[config.mk]
export PLATFORM = sky130hd
export DESIGN_NAME = thermal_watchdog
export DESIGN_NICKNAME = d
export VERILOG_FILES = /design/src/pkg/tw_pkg.sv /design/src/pkg/tw_cmp_if.sv /design/src/hw/fault_comparator.sv /design/src/hw/pin_sync.sv /design/src/hw/thermal_watchdog.sv
export SDC_FILE = /design/constraint.sdc
export NUM_CORES = 1
export LEC_CHECK = 0
export ABC_AREA = 1
export ABC_CLOCK_PERIOD_IN_PS = 1500
export BUFFER_PORTS_ARGS = -buffer_cell sky130_fd_sc_hd__buf_2
export CORE_MARGIN = 2
export CORE_UTILIZATION = 40
export DETAILED_ROUTE_END_ITERATION = 12
export PLACE_DENSITY = 0.61
export SLEW_MARGIN = 20
export SYNTH_ARGS = -nofsm -noshare
export SYNTH_HDL_FRONTEND = slang
export SYNTH_HIERARCHICAL = 1
export SYNTH_SLANG_ARGS = --single-unit
[constraint.sdc]
create_clock -name clock_i -period 1.5 [get_ports clock_i]
set_input_delay 0.225 -clock clock_i [delete_from_list [all_inputs] [get_ports clock_i]]
set_output_delay 0.225 -clock clock_i [all_outputs]
set_load 0.01 [all_outputs]
[src/pkg/tw_pkg.sv]
// Shared constants and types of the thermal watchdog sensor.
// Assumes a 25 MHz core clock; counts are derived from it here.
`default_nettype none
package tw_pkg;
	localparam int unsigned CLK_KHZ     = 25000;
	localparam int unsigned TIMEOUT_MS  = 75;
	localparam int unsigned TIMEOUT_CYC = CLK_KHZ * TIMEOUT_MS;
	localparam int unsigned CONV_MS     = 100;
	localparam int unsigned CONV_CYC    = CLK_KHZ * CONV_MS;
	localparam logic [3:0] ADDR_HI      = 4'h9;
	localparam logic [2:0] PTR_TEMP     = 3'h0;
	localparam logic [2:0] PTR_CFG      = 3'h1;
	localparam logic [2:0] PTR_HYST     = 3'h2;
	localparam logic [2:0] PTR_TOS      = 3'h3;
	localparam logic [2:0] PTR_ID       = 3'h7;
	localparam logic [2:0] PTR_RST      = 3'h0;
	localparam int unsigned CFG_SD      = 0;
	localparam int unsigned CFG_INT     = 1;
	localparam int unsigned CFG_POL     = 2;
	localparam int unsigned CFG_QLO     = 3;
	localparam int unsigned CFG_QHI     = 4;
	localparam logic [4:0] CFG_RST      = 5'h00;
	localparam logic [8:0] TOS_RST      = 9'h0A0;
	localparam logic [8:0] HYST_RST     = 9'h096;
	localparam logic [3:0] BITS_BYTE    = 4'h8;
	localparam logic [1:0] IDX_ADDR     = 2'h0;
	localparam logic [1:0] IDX_PTR      = 2'h1;
	localparam logic [1:0] IDX_MSB      = 2'h2;
	localparam logic [1:0] IDX_LSB      = 2'h3;

	typedef enum logic [2:0] {
		ST_IDLE  = 3'b000,
		ST_RX    = 3'b001,
		ST_ACK   = 3'b010,
		ST_TX    = 3'b011,
		ST_TXACK = 3'b100
	} link_state_t;

	function automatic logic [2:0] fault_need(input logic [1:0] code);
		case (code)
			2'h0:    fault_need = 3'h1;
			2'h1:    fault_need = 3'h2;
			2'h2:    fault_need = 3'h4;
			default: fault_need = 3'h6;
		endcase
	endfunction
endpackage
`default_nettype wire

[src/pkg/tw_cmp_if.sv]
// Carrier between the bus/register side and the fault comparator.
// All signals live in the core clock domain.
`timescale 1ns/1ps
`default_nettype none
interface tw_cmp_if;
	logic       conv_done;
	logic [8:0] temp;
	logic [8:0] tos;
	logic [8:0] hyst;
	logic       int_mode;
	logic       shutdown;
	logic [1:0] queue;
	logic       read_evt;
	logic       active;
	modport ctrl(output conv_done, temp, tos, hyst, int_mode, shutdown, queue, read_evt, input active);
	modport cmp(input conv_done, temp, tos, hyst, int_mode, shutdown, queue, read_evt, output active);
endinterface
`default_nettype wire

[src/hw/fault_comparator.sv]
// Limit comparator with consecutive-fault queue, comparator/interrupt modes.
// Expects one conv_done pulse per finished conversion from the control side.
`timescale 1ns/1ps
`default_nettype none
module fault_comparator (
	input  wire logic clock_i,
	input  wire logic rst_i,
	tw_cmp_if.cmp     cmp
);
	logic       hi_phase;
	logic [2:0] count;
	logic       latched;
	logic       trip;
	logic       fire;
	logic [2:0] need;

	assign need = tw_pkg::fault_need(cmp.queue);
	// Watch the high limit until tripped, then the hysteresis limit
	assign trip = hi_phase ? ($signed(cmp.temp) > $signed(cmp.tos))
	                       : ($signed(cmp.temp) < $signed(cmp.hyst));
	assign fire = cmp.conv_done & trip & ((count + 3'h1) >= need);

	always_ff @(posedge clock_i) begin
		if (rst_i) begin
			count <= 3'h0;
		end else if (cmp.conv_done) begin
			if (!trip || fire) begin
				count <= 3'h0;
			end else begin
				count <= count + 3'h1;
			end
		end
	end

	always_ff @(posedge clock_i) begin
		if (rst_i) begin
			hi_phase <= 1'b1;
		end else if (fire) begin
			hi_phase <= ~hi_phase;
		end
	end

	// A new event wins over a read or shutdown in the same cycle
	always_ff @(posedge clock_i) begin
		if (rst_i) begin
			latched <= 1'b0;
		end else if (fire && cmp.int_mode) begin
			latched <= 1'b1;
		end else if (cmp.int_mode && (cmp.read_evt || cmp.shutdown)) begin
			latched <= 1'b0;
		end
	end

	// Comparator mode follows the phase and is untouched by shutdown
	assign cmp.active = cmp.int_mode ? latched : ~hi_phase;
endmodule
`default_nettype wire

[src/hw/pin_sync.sv]
// Two-flop synchronisers for the bus pins, plus edge and start/stop detect.
// Assumes the core clock is several times faster than the bus clock.
`timescale 1ns/1ps
`default_nettype none
module pin_sync (
	input  wire logic clock_i,
	input  wire logic rst_i,
	input  wire logic scl_i,
	input  wire logic sda_i,
	output logic      sda_level_o,
	output logic      scl_rise_o,
	output logic      scl_fall_o,
	output logic      start_o,
	output logic      stop_o
);
	logic [1:0] meta;
	logic [1:0] sync;
	logic [1:0] prev;

	always_ff @(posedge clock_i) begin
		if (rst_i) begin
			meta <= 2'h3;
			sync <= 2'h3;
			prev <= 2'h3;
		end else begin
			meta <= {scl_i, sda_i};
			sync <= meta;
			prev <= sync;
		end
	end

	assign sda_level_o = sync[0];
	assign scl_rise_o  = sync[1] & ~prev[1];
	assign scl_fall_o  = ~sync[1] & prev[1];
	// Data edges while the clock stays high frame a transfer
	assign start_o     = sync[1] & prev[1] & prev[0] & ~sync[0];
	assign stop_o      = sync[1] & prev[1] & ~prev[0] & sync[0];
endmodule
`default_nettype wire

[src/hw/thermal_watchdog.sv]
// Digital core of a temperature sensor with thermal watchdog and I2C slave.
// Assumes rst_i is the power-on reset and temp_sample_i comes from a
// converter front end in the same clock domain, valid when sampled.
`timescale 1ns/1ps
`default_nettype none
module thermal_watchdog #(
	parameter int unsigned TIMEOUT_CYC = tw_pkg::TIMEOUT_CYC,
	parameter int unsigned CONV_CYC    = tw_pkg::CONV_CYC,
	parameter logic [7:0]  ID_VALUE    = 8'h5C  // Arbitrary identity value
) (
	input  wire logic       clock_i,
	input  wire logic       rst_i,
	input  wire logic       scl_i,
	input  wire logic       sda_i,
	input  wire logic [2:0] address_select_pins_i,
	input  wire logic [8:0] temp_sample_i,
	output logic            sda_o,
	output logic            sda_oe_o,
	output logic            os_o,
	output logic            os_oe_o,
	output logic            shutdown_o,
	output logic            conv_busy_o
);
	tw_cmp_if cmp_bus();

	logic                sda_s;
	logic                scl_rise;
	logic                scl_fall;
	logic                start;
	logic                stop;
	logic [2:0]          pins_s1;
	logic [2:0]          pins;
	tw_pkg::link_state_t state;
	logic [3:0]          cnt;
	logic [7:0]          sr;
	logic [1:0]          idx;
	logic                rw;
	logic                half;
	logic                busy;
	logic                wr_stb;
	logic                read_evt;
	logic                stuck;
	logic [31:0]         to_cnt;
	logic [31:0]         conv_cnt;
	logic                conv_done;
	logic [8:0]          temp_reg;
	logic [8:0]          tos;
	logic [8:0]          hyst;
	logic [4:0]          cfg;
	logic [2:0]          ptr;
	logic                load_tx;
	logic [7:0]          next_byte;
	logic                addr_hit;

	pin_sync u_sync (
		.clock_i     (clock_i),
		.rst_i       (rst_i),
		.scl_i       (scl_i),
		.sda_i       (sda_i),
		.sda_level_o (sda_s),
		.scl_rise_o  (scl_rise),
		.scl_fall_o  (scl_fall),
		.start_o     (start),
		.stop_o      (stop)
	);

	fault_comparator u_cmp (
		.clock_i (clock_i),
		.rst_i   (rst_i),
		.cmp     (cmp_bus)
	);

	assign cmp_bus.conv_done = conv_done;
	assign cmp_bus.temp      = temp_reg;
	assign cmp_bus.tos       = tos;
	assign cmp_bus.hyst      = hyst;
	assign cmp_bus.int_mode  = cfg[tw_pkg::CFG_INT];
	assign cmp_bus.shutdown  = cfg[tw_pkg::CFG_SD];
	assign cmp_bus.queue     = cfg[tw_pkg::CFG_QHI:tw_pkg::CFG_QLO];
	assign cmp_bus.read_evt  = read_evt;

	// Register byte served for a pointer; half selects the second byte of temp, hyst and tos
	function automatic logic [7:0] read_byte(
		input logic [2:0] sel,
		input logic       second,
		input logic [8:0] t,
		input logic [8:0] h,
		input logic [8:0] o,
		input logic [4:0] c
	);
		logic [8:0] word;
		word = 9'h000;
		case (sel)
			tw_pkg::PTR_TEMP: word = t;
			tw_pkg::PTR_HYST: word = h;
			tw_pkg::PTR_TOS:  word = o;
			default:          word = 9'h000;
		endcase
		case (sel)
			tw_pkg::PTR_CFG: read_byte = {3'h0, c};
			tw_pkg::PTR_ID:  read_byte = ID_VALUE;
			default:         read_byte = second ? {word[0], 7'h00} : word[8:1];
		endcase
	endfunction

	// Select pins are straps from outside; sample them twice
	always_ff @(posedge clock_i) begin
		if (rst_i) begin
			pins_s1 <= 3'h0;
			pins    <= 3'h0;
		end else begin
			pins_s1 <= address_select_pins_i;
			pins    <= pins_s1;
		end
	end

	assign addr_hit  = (sr[7:1] == {tw_pkg::ADDR_HI, pins});
	assign next_byte = read_byte(ptr, half, temp_reg, hyst, tos, cfg);
	assign load_tx   = scl_fall && ((state == tw_pkg::ST_ACK && rw) || state == tw_pkg::ST_TXACK);

	// Serial link: receive, acknowledge and transmit bytes
	always_ff @(posedge clock_i) begin
		wr_stb   <= 1'b0;
		read_evt <= 1'b0;
		if (rst_i || stuck) begin
			state    <= tw_pkg::ST_IDLE;
			sda_oe_o <= 1'b0;
			cnt      <= 4'h0;
			sr       <= 8'h00;
			idx      <= tw_pkg::IDX_ADDR;
			rw       <= 1'b0;
			half     <= 1'b0;
			busy     <= 1'b0;
		end else if (start) begin
			state    <= tw_pkg::ST_RX;
			sda_oe_o <= 1'b0;
			cnt      <= 4'h0;
			idx      <= tw_pkg::IDX_ADDR;
			half     <= 1'b0;
		end else if (stop) begin
			state    <= tw_pkg::ST_IDLE;
			sda_oe_o <= 1'b0;
			busy     <= 1'b0;
		end else if (load_tx) begin
			sr       <= {next_byte[6:0], 1'b0};
			sda_oe_o <= ~next_byte[7];
			cnt      <= 4'h1;
			state    <= tw_pkg::ST_TX;
		end else begin
			case (state)
				tw_pkg::ST_RX: begin
					if (scl_rise && cnt != tw_pkg::BITS_BYTE) begin
						sr  <= {sr[6:0], sda_s};
						cnt <= cnt + 4'h1;
					end else if (scl_fall && cnt == tw_pkg::BITS_BYTE) begin
						if (idx == tw_pkg::IDX_ADDR && !addr_hit) begin
							state <= tw_pkg::ST_IDLE;
						end else begin
							state    <= tw_pkg::ST_ACK;
							sda_oe_o <= 1'b1;
							if (idx == tw_pkg::IDX_ADDR) begin
								rw       <= sr[0];
								busy     <= 1'b1;
								read_evt <= sr[0];
							end else begin
								wr_stb <= 1'b1;
							end
						end
					end
				end
				tw_pkg::ST_ACK: begin
					if (scl_fall) begin
						sda_oe_o <= 1'b0;
						state    <= tw_pkg::ST_RX;
						cnt      <= 4'h0;
						if (idx != tw_pkg::IDX_LSB) begin
							idx <= idx + 2'h1;
						end
					end
				end
				tw_pkg::ST_TX: begin
					if (scl_fall) begin
						if (cnt == tw_pkg::BITS_BYTE) begin
							sda_oe_o <= 1'b0;
							state    <= tw_pkg::ST_TXACK;
							half     <= ~half;
						end else begin
							sda_oe_o <= ~sr[7];
							sr       <= {sr[6:0], 1'b0};
							cnt      <= cnt + 4'h1;
						end
					end
				end
				tw_pkg::ST_TXACK: begin
					// Nack ends the read quietly; ack continues with the next byte
					if (scl_rise && sda_s) begin
						state <= tw_pkg::ST_IDLE;
					end
				end
				default: begin
					state <= tw_pkg::ST_IDLE;
				end
			endcase
		end
	end

	// Pointer and writable registers; bytes land as they are acknowledged
	always_ff @(posedge clock_i) begin
		if (rst_i) begin
			ptr  <= tw_pkg::PTR_RST;
			cfg  <= tw_pkg::CFG_RST;
			tos  <= tw_pkg::TOS_RST;
			hyst <= tw_pkg::HYST_RST;
		end else if (wr_stb) begin
			if (idx == tw_pkg::IDX_PTR) begin
				ptr <= sr[2:0];
			end else begin
				case (ptr)
					tw_pkg::PTR_CFG: begin
						if (idx == tw_pkg::IDX_MSB) begin
							cfg <= sr[4:0];
						end
					end
					tw_pkg::PTR_HYST: begin
						if (idx == tw_pkg::IDX_MSB) begin
							hyst[8:1] <= sr;
						end else begin
							hyst[0] <= sr[7];
						end
					end
					tw_pkg::PTR_TOS: begin
						if (idx == tw_pkg::IDX_MSB) begin
							tos[8:1] <= sr;
						end else begin
							tos[0] <= sr[7];
						end
					end
					default: begin
						tos <= tos;
					end
				endcase
			end
		end
	end

	// Stuck data line watchdog, off in shutdown
	always_ff @(posedge clock_i) begin
		if (rst_i || cfg[tw_pkg::CFG_SD] || sda_s) begin
			to_cnt <= 32'h0000_0000;
			stuck  <= 1'b0;
		end else if (to_cnt == TIMEOUT_CYC - 1) begin
			to_cnt <= 32'h0000_0000;
			stuck  <= 1'b1;
		end else begin
			to_cnt <= to_cnt + 32'h0000_0001;
			stuck  <= 1'b0;
		end
	end

	// Conversion timebase; any transaction to us restarts it from zero
	always_ff @(posedge clock_i) begin
		if (rst_i || cfg[tw_pkg::CFG_SD] || busy) begin
			conv_cnt  <= 32'h0000_0000;
			conv_done <= 1'b0;
		end else if (conv_cnt == CONV_CYC - 1) begin
			conv_cnt  <= 32'h0000_0000;
			conv_done <= 1'b1;
		end else begin
			conv_cnt  <= conv_cnt + 32'h0000_0001;
			conv_done <= 1'b0;
		end
	end

	always_ff @(posedge clock_i) begin
		if (rst_i) begin
			temp_reg <= 9'h000;
		end else if (conv_cnt == CONV_CYC - 1) begin
			temp_reg <= temp_sample_i;
		end
	end

	// Open-drain pins only ever pull low
	always_ff @(posedge clock_i) begin
		if (rst_i) begin
			sda_o       <= 1'b0;
			os_o        <= 1'b0;
			os_oe_o     <= 1'b0;
			shutdown_o  <= 1'b0;
			conv_busy_o <= 1'b0;
		end else begin
			sda_o       <= 1'b0;
			os_o        <= 1'b0;
			os_oe_o     <= cmp_bus.active ^ cfg[tw_pkg::CFG_POL];
			shutdown_o  <= cfg[tw_pkg::CFG_SD];
			conv_busy_o <= ~cfg[tw_pkg::CFG_SD] & ~busy;
		end
	end
endmodule
`default_nettype wire

==> flow_results.org <==
** Hold path
- The path class of the tightest hold or removal check is primary input to flip-flop.

** Floorplanning
- Die Span X :: 146 um
- Core ar. :: 0.0200 mm^2
- The initial utilization of the core area, before any placement, comes to about two fifths.
- The floorplan step set the die height to between 100 and 150 um.
- Number of core rows :: 52
- The floorplan step defined a die boundary enclosing between 0.02 and 0.025 mm^2.
- Number of ports placed on the die boundary :: 22

** Clock network
- Cell at the root of the clock tree :: clkbuf_16
- Max clock buf depth :: 2
- H-Tree Level Count :: 4
- Number of buffers created by CTS :: 17
- TritonCTS built the clock tree.
- After clock tree synthesis, the clock-pin slew on the worst setup and hold paths is roughly 60 ps.
- Clock latency on the worst-skew pair :: 430 ps
- For this design, the sink count on the clock tree is ~140.

** Timing
- Setup violations remaining at the end of the flow were counted as between 60 and 70.
- The count of endpoints failing hold in the final timing report was 0.
- Final worst hold slack :: around 15 ps
- The number of max-slew violations in the final report came to 0.
- F_max :: approximately 560 MHz
- Setup repair after global routing could not meet its margin everywhere.
- Final worst slack :: -279 ps
- On the final layout, the worst clock skew is 18.2 ps.
- Share of the clock period used by the worst path after layout :: 119%
- Setup total negative slack on the finished layout was measured at -2710 ps.
- Counting I/O delays and the setup requirement, the final critical path takes ~1800 ps.

** Setup path
- The worst setup path is launched from a flip-flop.
- For the worst setup path, the data arrival time is between 2000 and 2500 ps.
- Launching element of the worst setup path :: u_cmp/count[1]
- Worst Reg2Reg Path Length in Cells :: 8
- The worst setup path is captured at a flip-flop.
- The startpoint identified for the worst register-to-register timing path is u_cmp/count[1].
- The endpoint identified for the worst register-to-register timing path is u_cmp/count[1].
- Of all nets on the critical path, the largest fanout is 3.
- For flop-to-flop paths, the worst setup slack is -280 ps.
- Critical path capture point :: u_cmp/count[1]
- Critical path class :: flip-flop to flip-flop
- Data on the critical path is required at its endpoint by between 1500 and 2000 ps.

** Power
- Gate power share :: 17.9%
- Switching power as a share of total power :: between 20% and 30%
- Switching power summed over all nets :: slightly below 0.003 W
- Relative contribution of sequential cells to total power :: around 38%
- Worst IR Drop VDD :: approximately 0.95 mV
- Pwr Density :: 938 mW/mm^2
- Clk pwr share :: about 44%
- The internal power of the cells totals around 0.0080 W.
- Leakage power of the design :: roughly 4.8 nW

** Synth
- Synthesis-stage register bit count :: 144
- Async SR Flop Fraction :: 0%
- Dividing the synthesized area by the synthesized cell count gives between 6 and 7 um^2.
- Top_reg_cell synth :: dfxtp_1
- Synthesis handed over a netlist of 1,230 instances.
- In this run, distinct cell masters in the synthesized netlist total 39.
- The Yosys step of the flow raised 6 warnings.
- Number of enable-type register cells in the synthesized netlist :: 0
- The share of synthesized area in the top cell type comes to 35.7%.
- The mapped netlist covers between 0.008 and 0.009 mm^2.
- Share of synthesized area occupied by flip-flops and latches :: 35.7%
- The biggest area contributor in the post-synthesis netlist is dfxtp_1.
- Yosys attributes the largest share of cell area to dfxtp_1 (36%), nand2_1 (15%), nor2_1 (8.5%).

** Place
- After legalization and detailed placement, the total HPWL measured 16,200 um.
- At the end of routability-driven placement, the weighted congestion stood at a little over 0.9.
- OpenSTA, run right after detailed placement, puts the worst setup slack at -297 ps.
- Input and output buffers added on the ports amount to 19.
- Counting tap cells, the placed design contains a total of ~1,600 instances.

** Outcome
- Violated checks :: setup timing
- Result of the run :: finished, violations left

** Final layout
- Largest registers ranked by flip-flop count :: conv_cnt x32, to_cnt x32
- Inserted Diodes :: 0
- The layout has between 1,500 and 2,000 filler cells.
- The multi-input combinational cells in the finished layout cover a total of about 0.0053 mm^2.
- Commonest cells after routing, fill and taps aside :: nand2_1 (278), inv_1 (148), buf_4 (142), nor2_1 (129), dfxtp_1 (105)
- In the final design database the tool counted 1,466 nets.
- Once layout is complete, the cells apart from fillers number 1,703.
- Leading cell type in the layout, fill and taps excluded :: nand2_1
- Area Growth Syn to Fin :: 42.9%
- Cells with a size suffix above 1 make up between 30% and 40% of the layout.
- For this run, the share of the core covered by cells in the final layout is 57.7%.
- Sequential cell area :: between 0.002 and 0.003 mm^2

** Detailed routing
- Detailed routing inserted a total of between 8,000 and 9,000 vias.
- Using the TritonRoute via totals, the vias-per-cell ratio works out to 4.95.
- DRT antenna net count :: 0
- The detailed router finished its first iteration with about 670 violations.
- The first detailed-routing pass ran for 5 iterations.
- Post-Route WL :: ~24,000 um
- Average wire per cell in the routed design :: 13.9 um
- Drc violations :: 0

** Global routing
- Overall track demand over capacity in global routing :: 20.7%
- The via count of the first global-routing pass was 7,767.
- The first global-routing pass estimated roughly 36,000 um of wire.
- Largest net degree at the start of global routing :: 34
- The initial antenna violation count was 0.
- Gr ovfl total :: 0

** Flow run
- Across the run, the number of max-cap violations was 0.
-- timing repair --
item | CTS | global route
hold buffers | 2 | 0
setup buffers | 3 | 13
pin swaps | 23 | 57
gates resized for setup | 45 | 264
setup endpoints to repair | 93 | 116
hold endpoints to repair | 2 | 0
gates cloned | 1 | 8
-- cells by family (layout without fill, tap and decap cells) --
group                      count (synthesis)  count (layout)  synth area share [%]
xor gates and xnor gates                  27              27                  2.93
other                                      1               2                0.0464
DFF                                      144             144                  35.7
AOI/OAI and AO/OA                        125             125                  8.23
buffers and inverters                    195             396                  9.50
adders and majority gates                 29              29                  4.49
and+or+nand+nor                          709             710                  39.1
-- synthesized netlist by cell type (9+ instances only) --
cell and instances:
nand2_1 316, a21oi_1 75, inv_1 168, dfxtp_1 144, ha_1 29, nand3_2 10, nor3_1 36, nand4_1 28
xor2_1 18, o21ai_0 34, buf_2 11, nor2_1 183, nand3_1 89, xnor2_1 9
-- through the flow --
stage	total power (W)	area [um^2]
final	0.0108	11600
after global routing	0.0113	11600
after detailed placement	0.00554	9530
after global placement	0.00552	9530
after floorplan	0.00497	8090
after CTS	0.0104	10400
-- worst max-delay path, cell delays in order, from the launching register on --
cell and delay [ps]:
dfxtp_2 330, ha_4 160, xor2_2 140, ha_1 320, a21oi_1 150, o211ai_1 140
nor2_1 210, nand4_1 120, a21oi_1 130
-- routing by layer --
metal / track usage [%] / vias to the layer above / wire length, um
met4: 8.11 / 0 / 537
met2: 35.6 / 225 / 11700
met1: 25.7 / 3867 / 10500
met3: 3.91 / 44 / 958
li1: - / 4297 / -
met5: 0 / - / 0
-- area by class of cell --
type	count	area share, %
sequential	144	25.5
timing repair buffer	189	14.0
tap	270	2.92
clock inverter	9	1.55
inverter	176	5.83
clock buffer	22	4.19
multi-input combinational	893	46.1
-- how the worst min path moves through the flow --
stage / from / to / slack (ps) / depth (start not counted)
5_1_grt: temp_sample_i[2] / cmp_bus.temp[2] / 20 / 3
3_5_place_dp: u_sync/meta[0] / u_sync/sync[0] / 390 / 1
4_1_cts: temp_sample_i[0] / cmp_bus.temp[0] / 10 / 3
2_1_floorplan: rst_i / u_cmp/count[1] / 290 / 1
3_3_place_gp: u_sync/meta[1] / u_sync/sync[1] / 390 / 1
6_report: temp_sample_i[8] / cmp_bus.temp[8] / 10 / 3
-- power groups by stage --
stage               logic [W]  clock network (W)  registers [W]
floorplan            0.000807                  0        0.00416
finish                0.00194            0.00477        0.00412
CTS                   0.00147            0.00487        0.00409
detailed placement    0.00138                  0        0.00417
global route          0.00210            0.00503        0.00414
global placement      0.00136                  0        0.00416
Note: power is estimated with default switching activity, not from simulation.
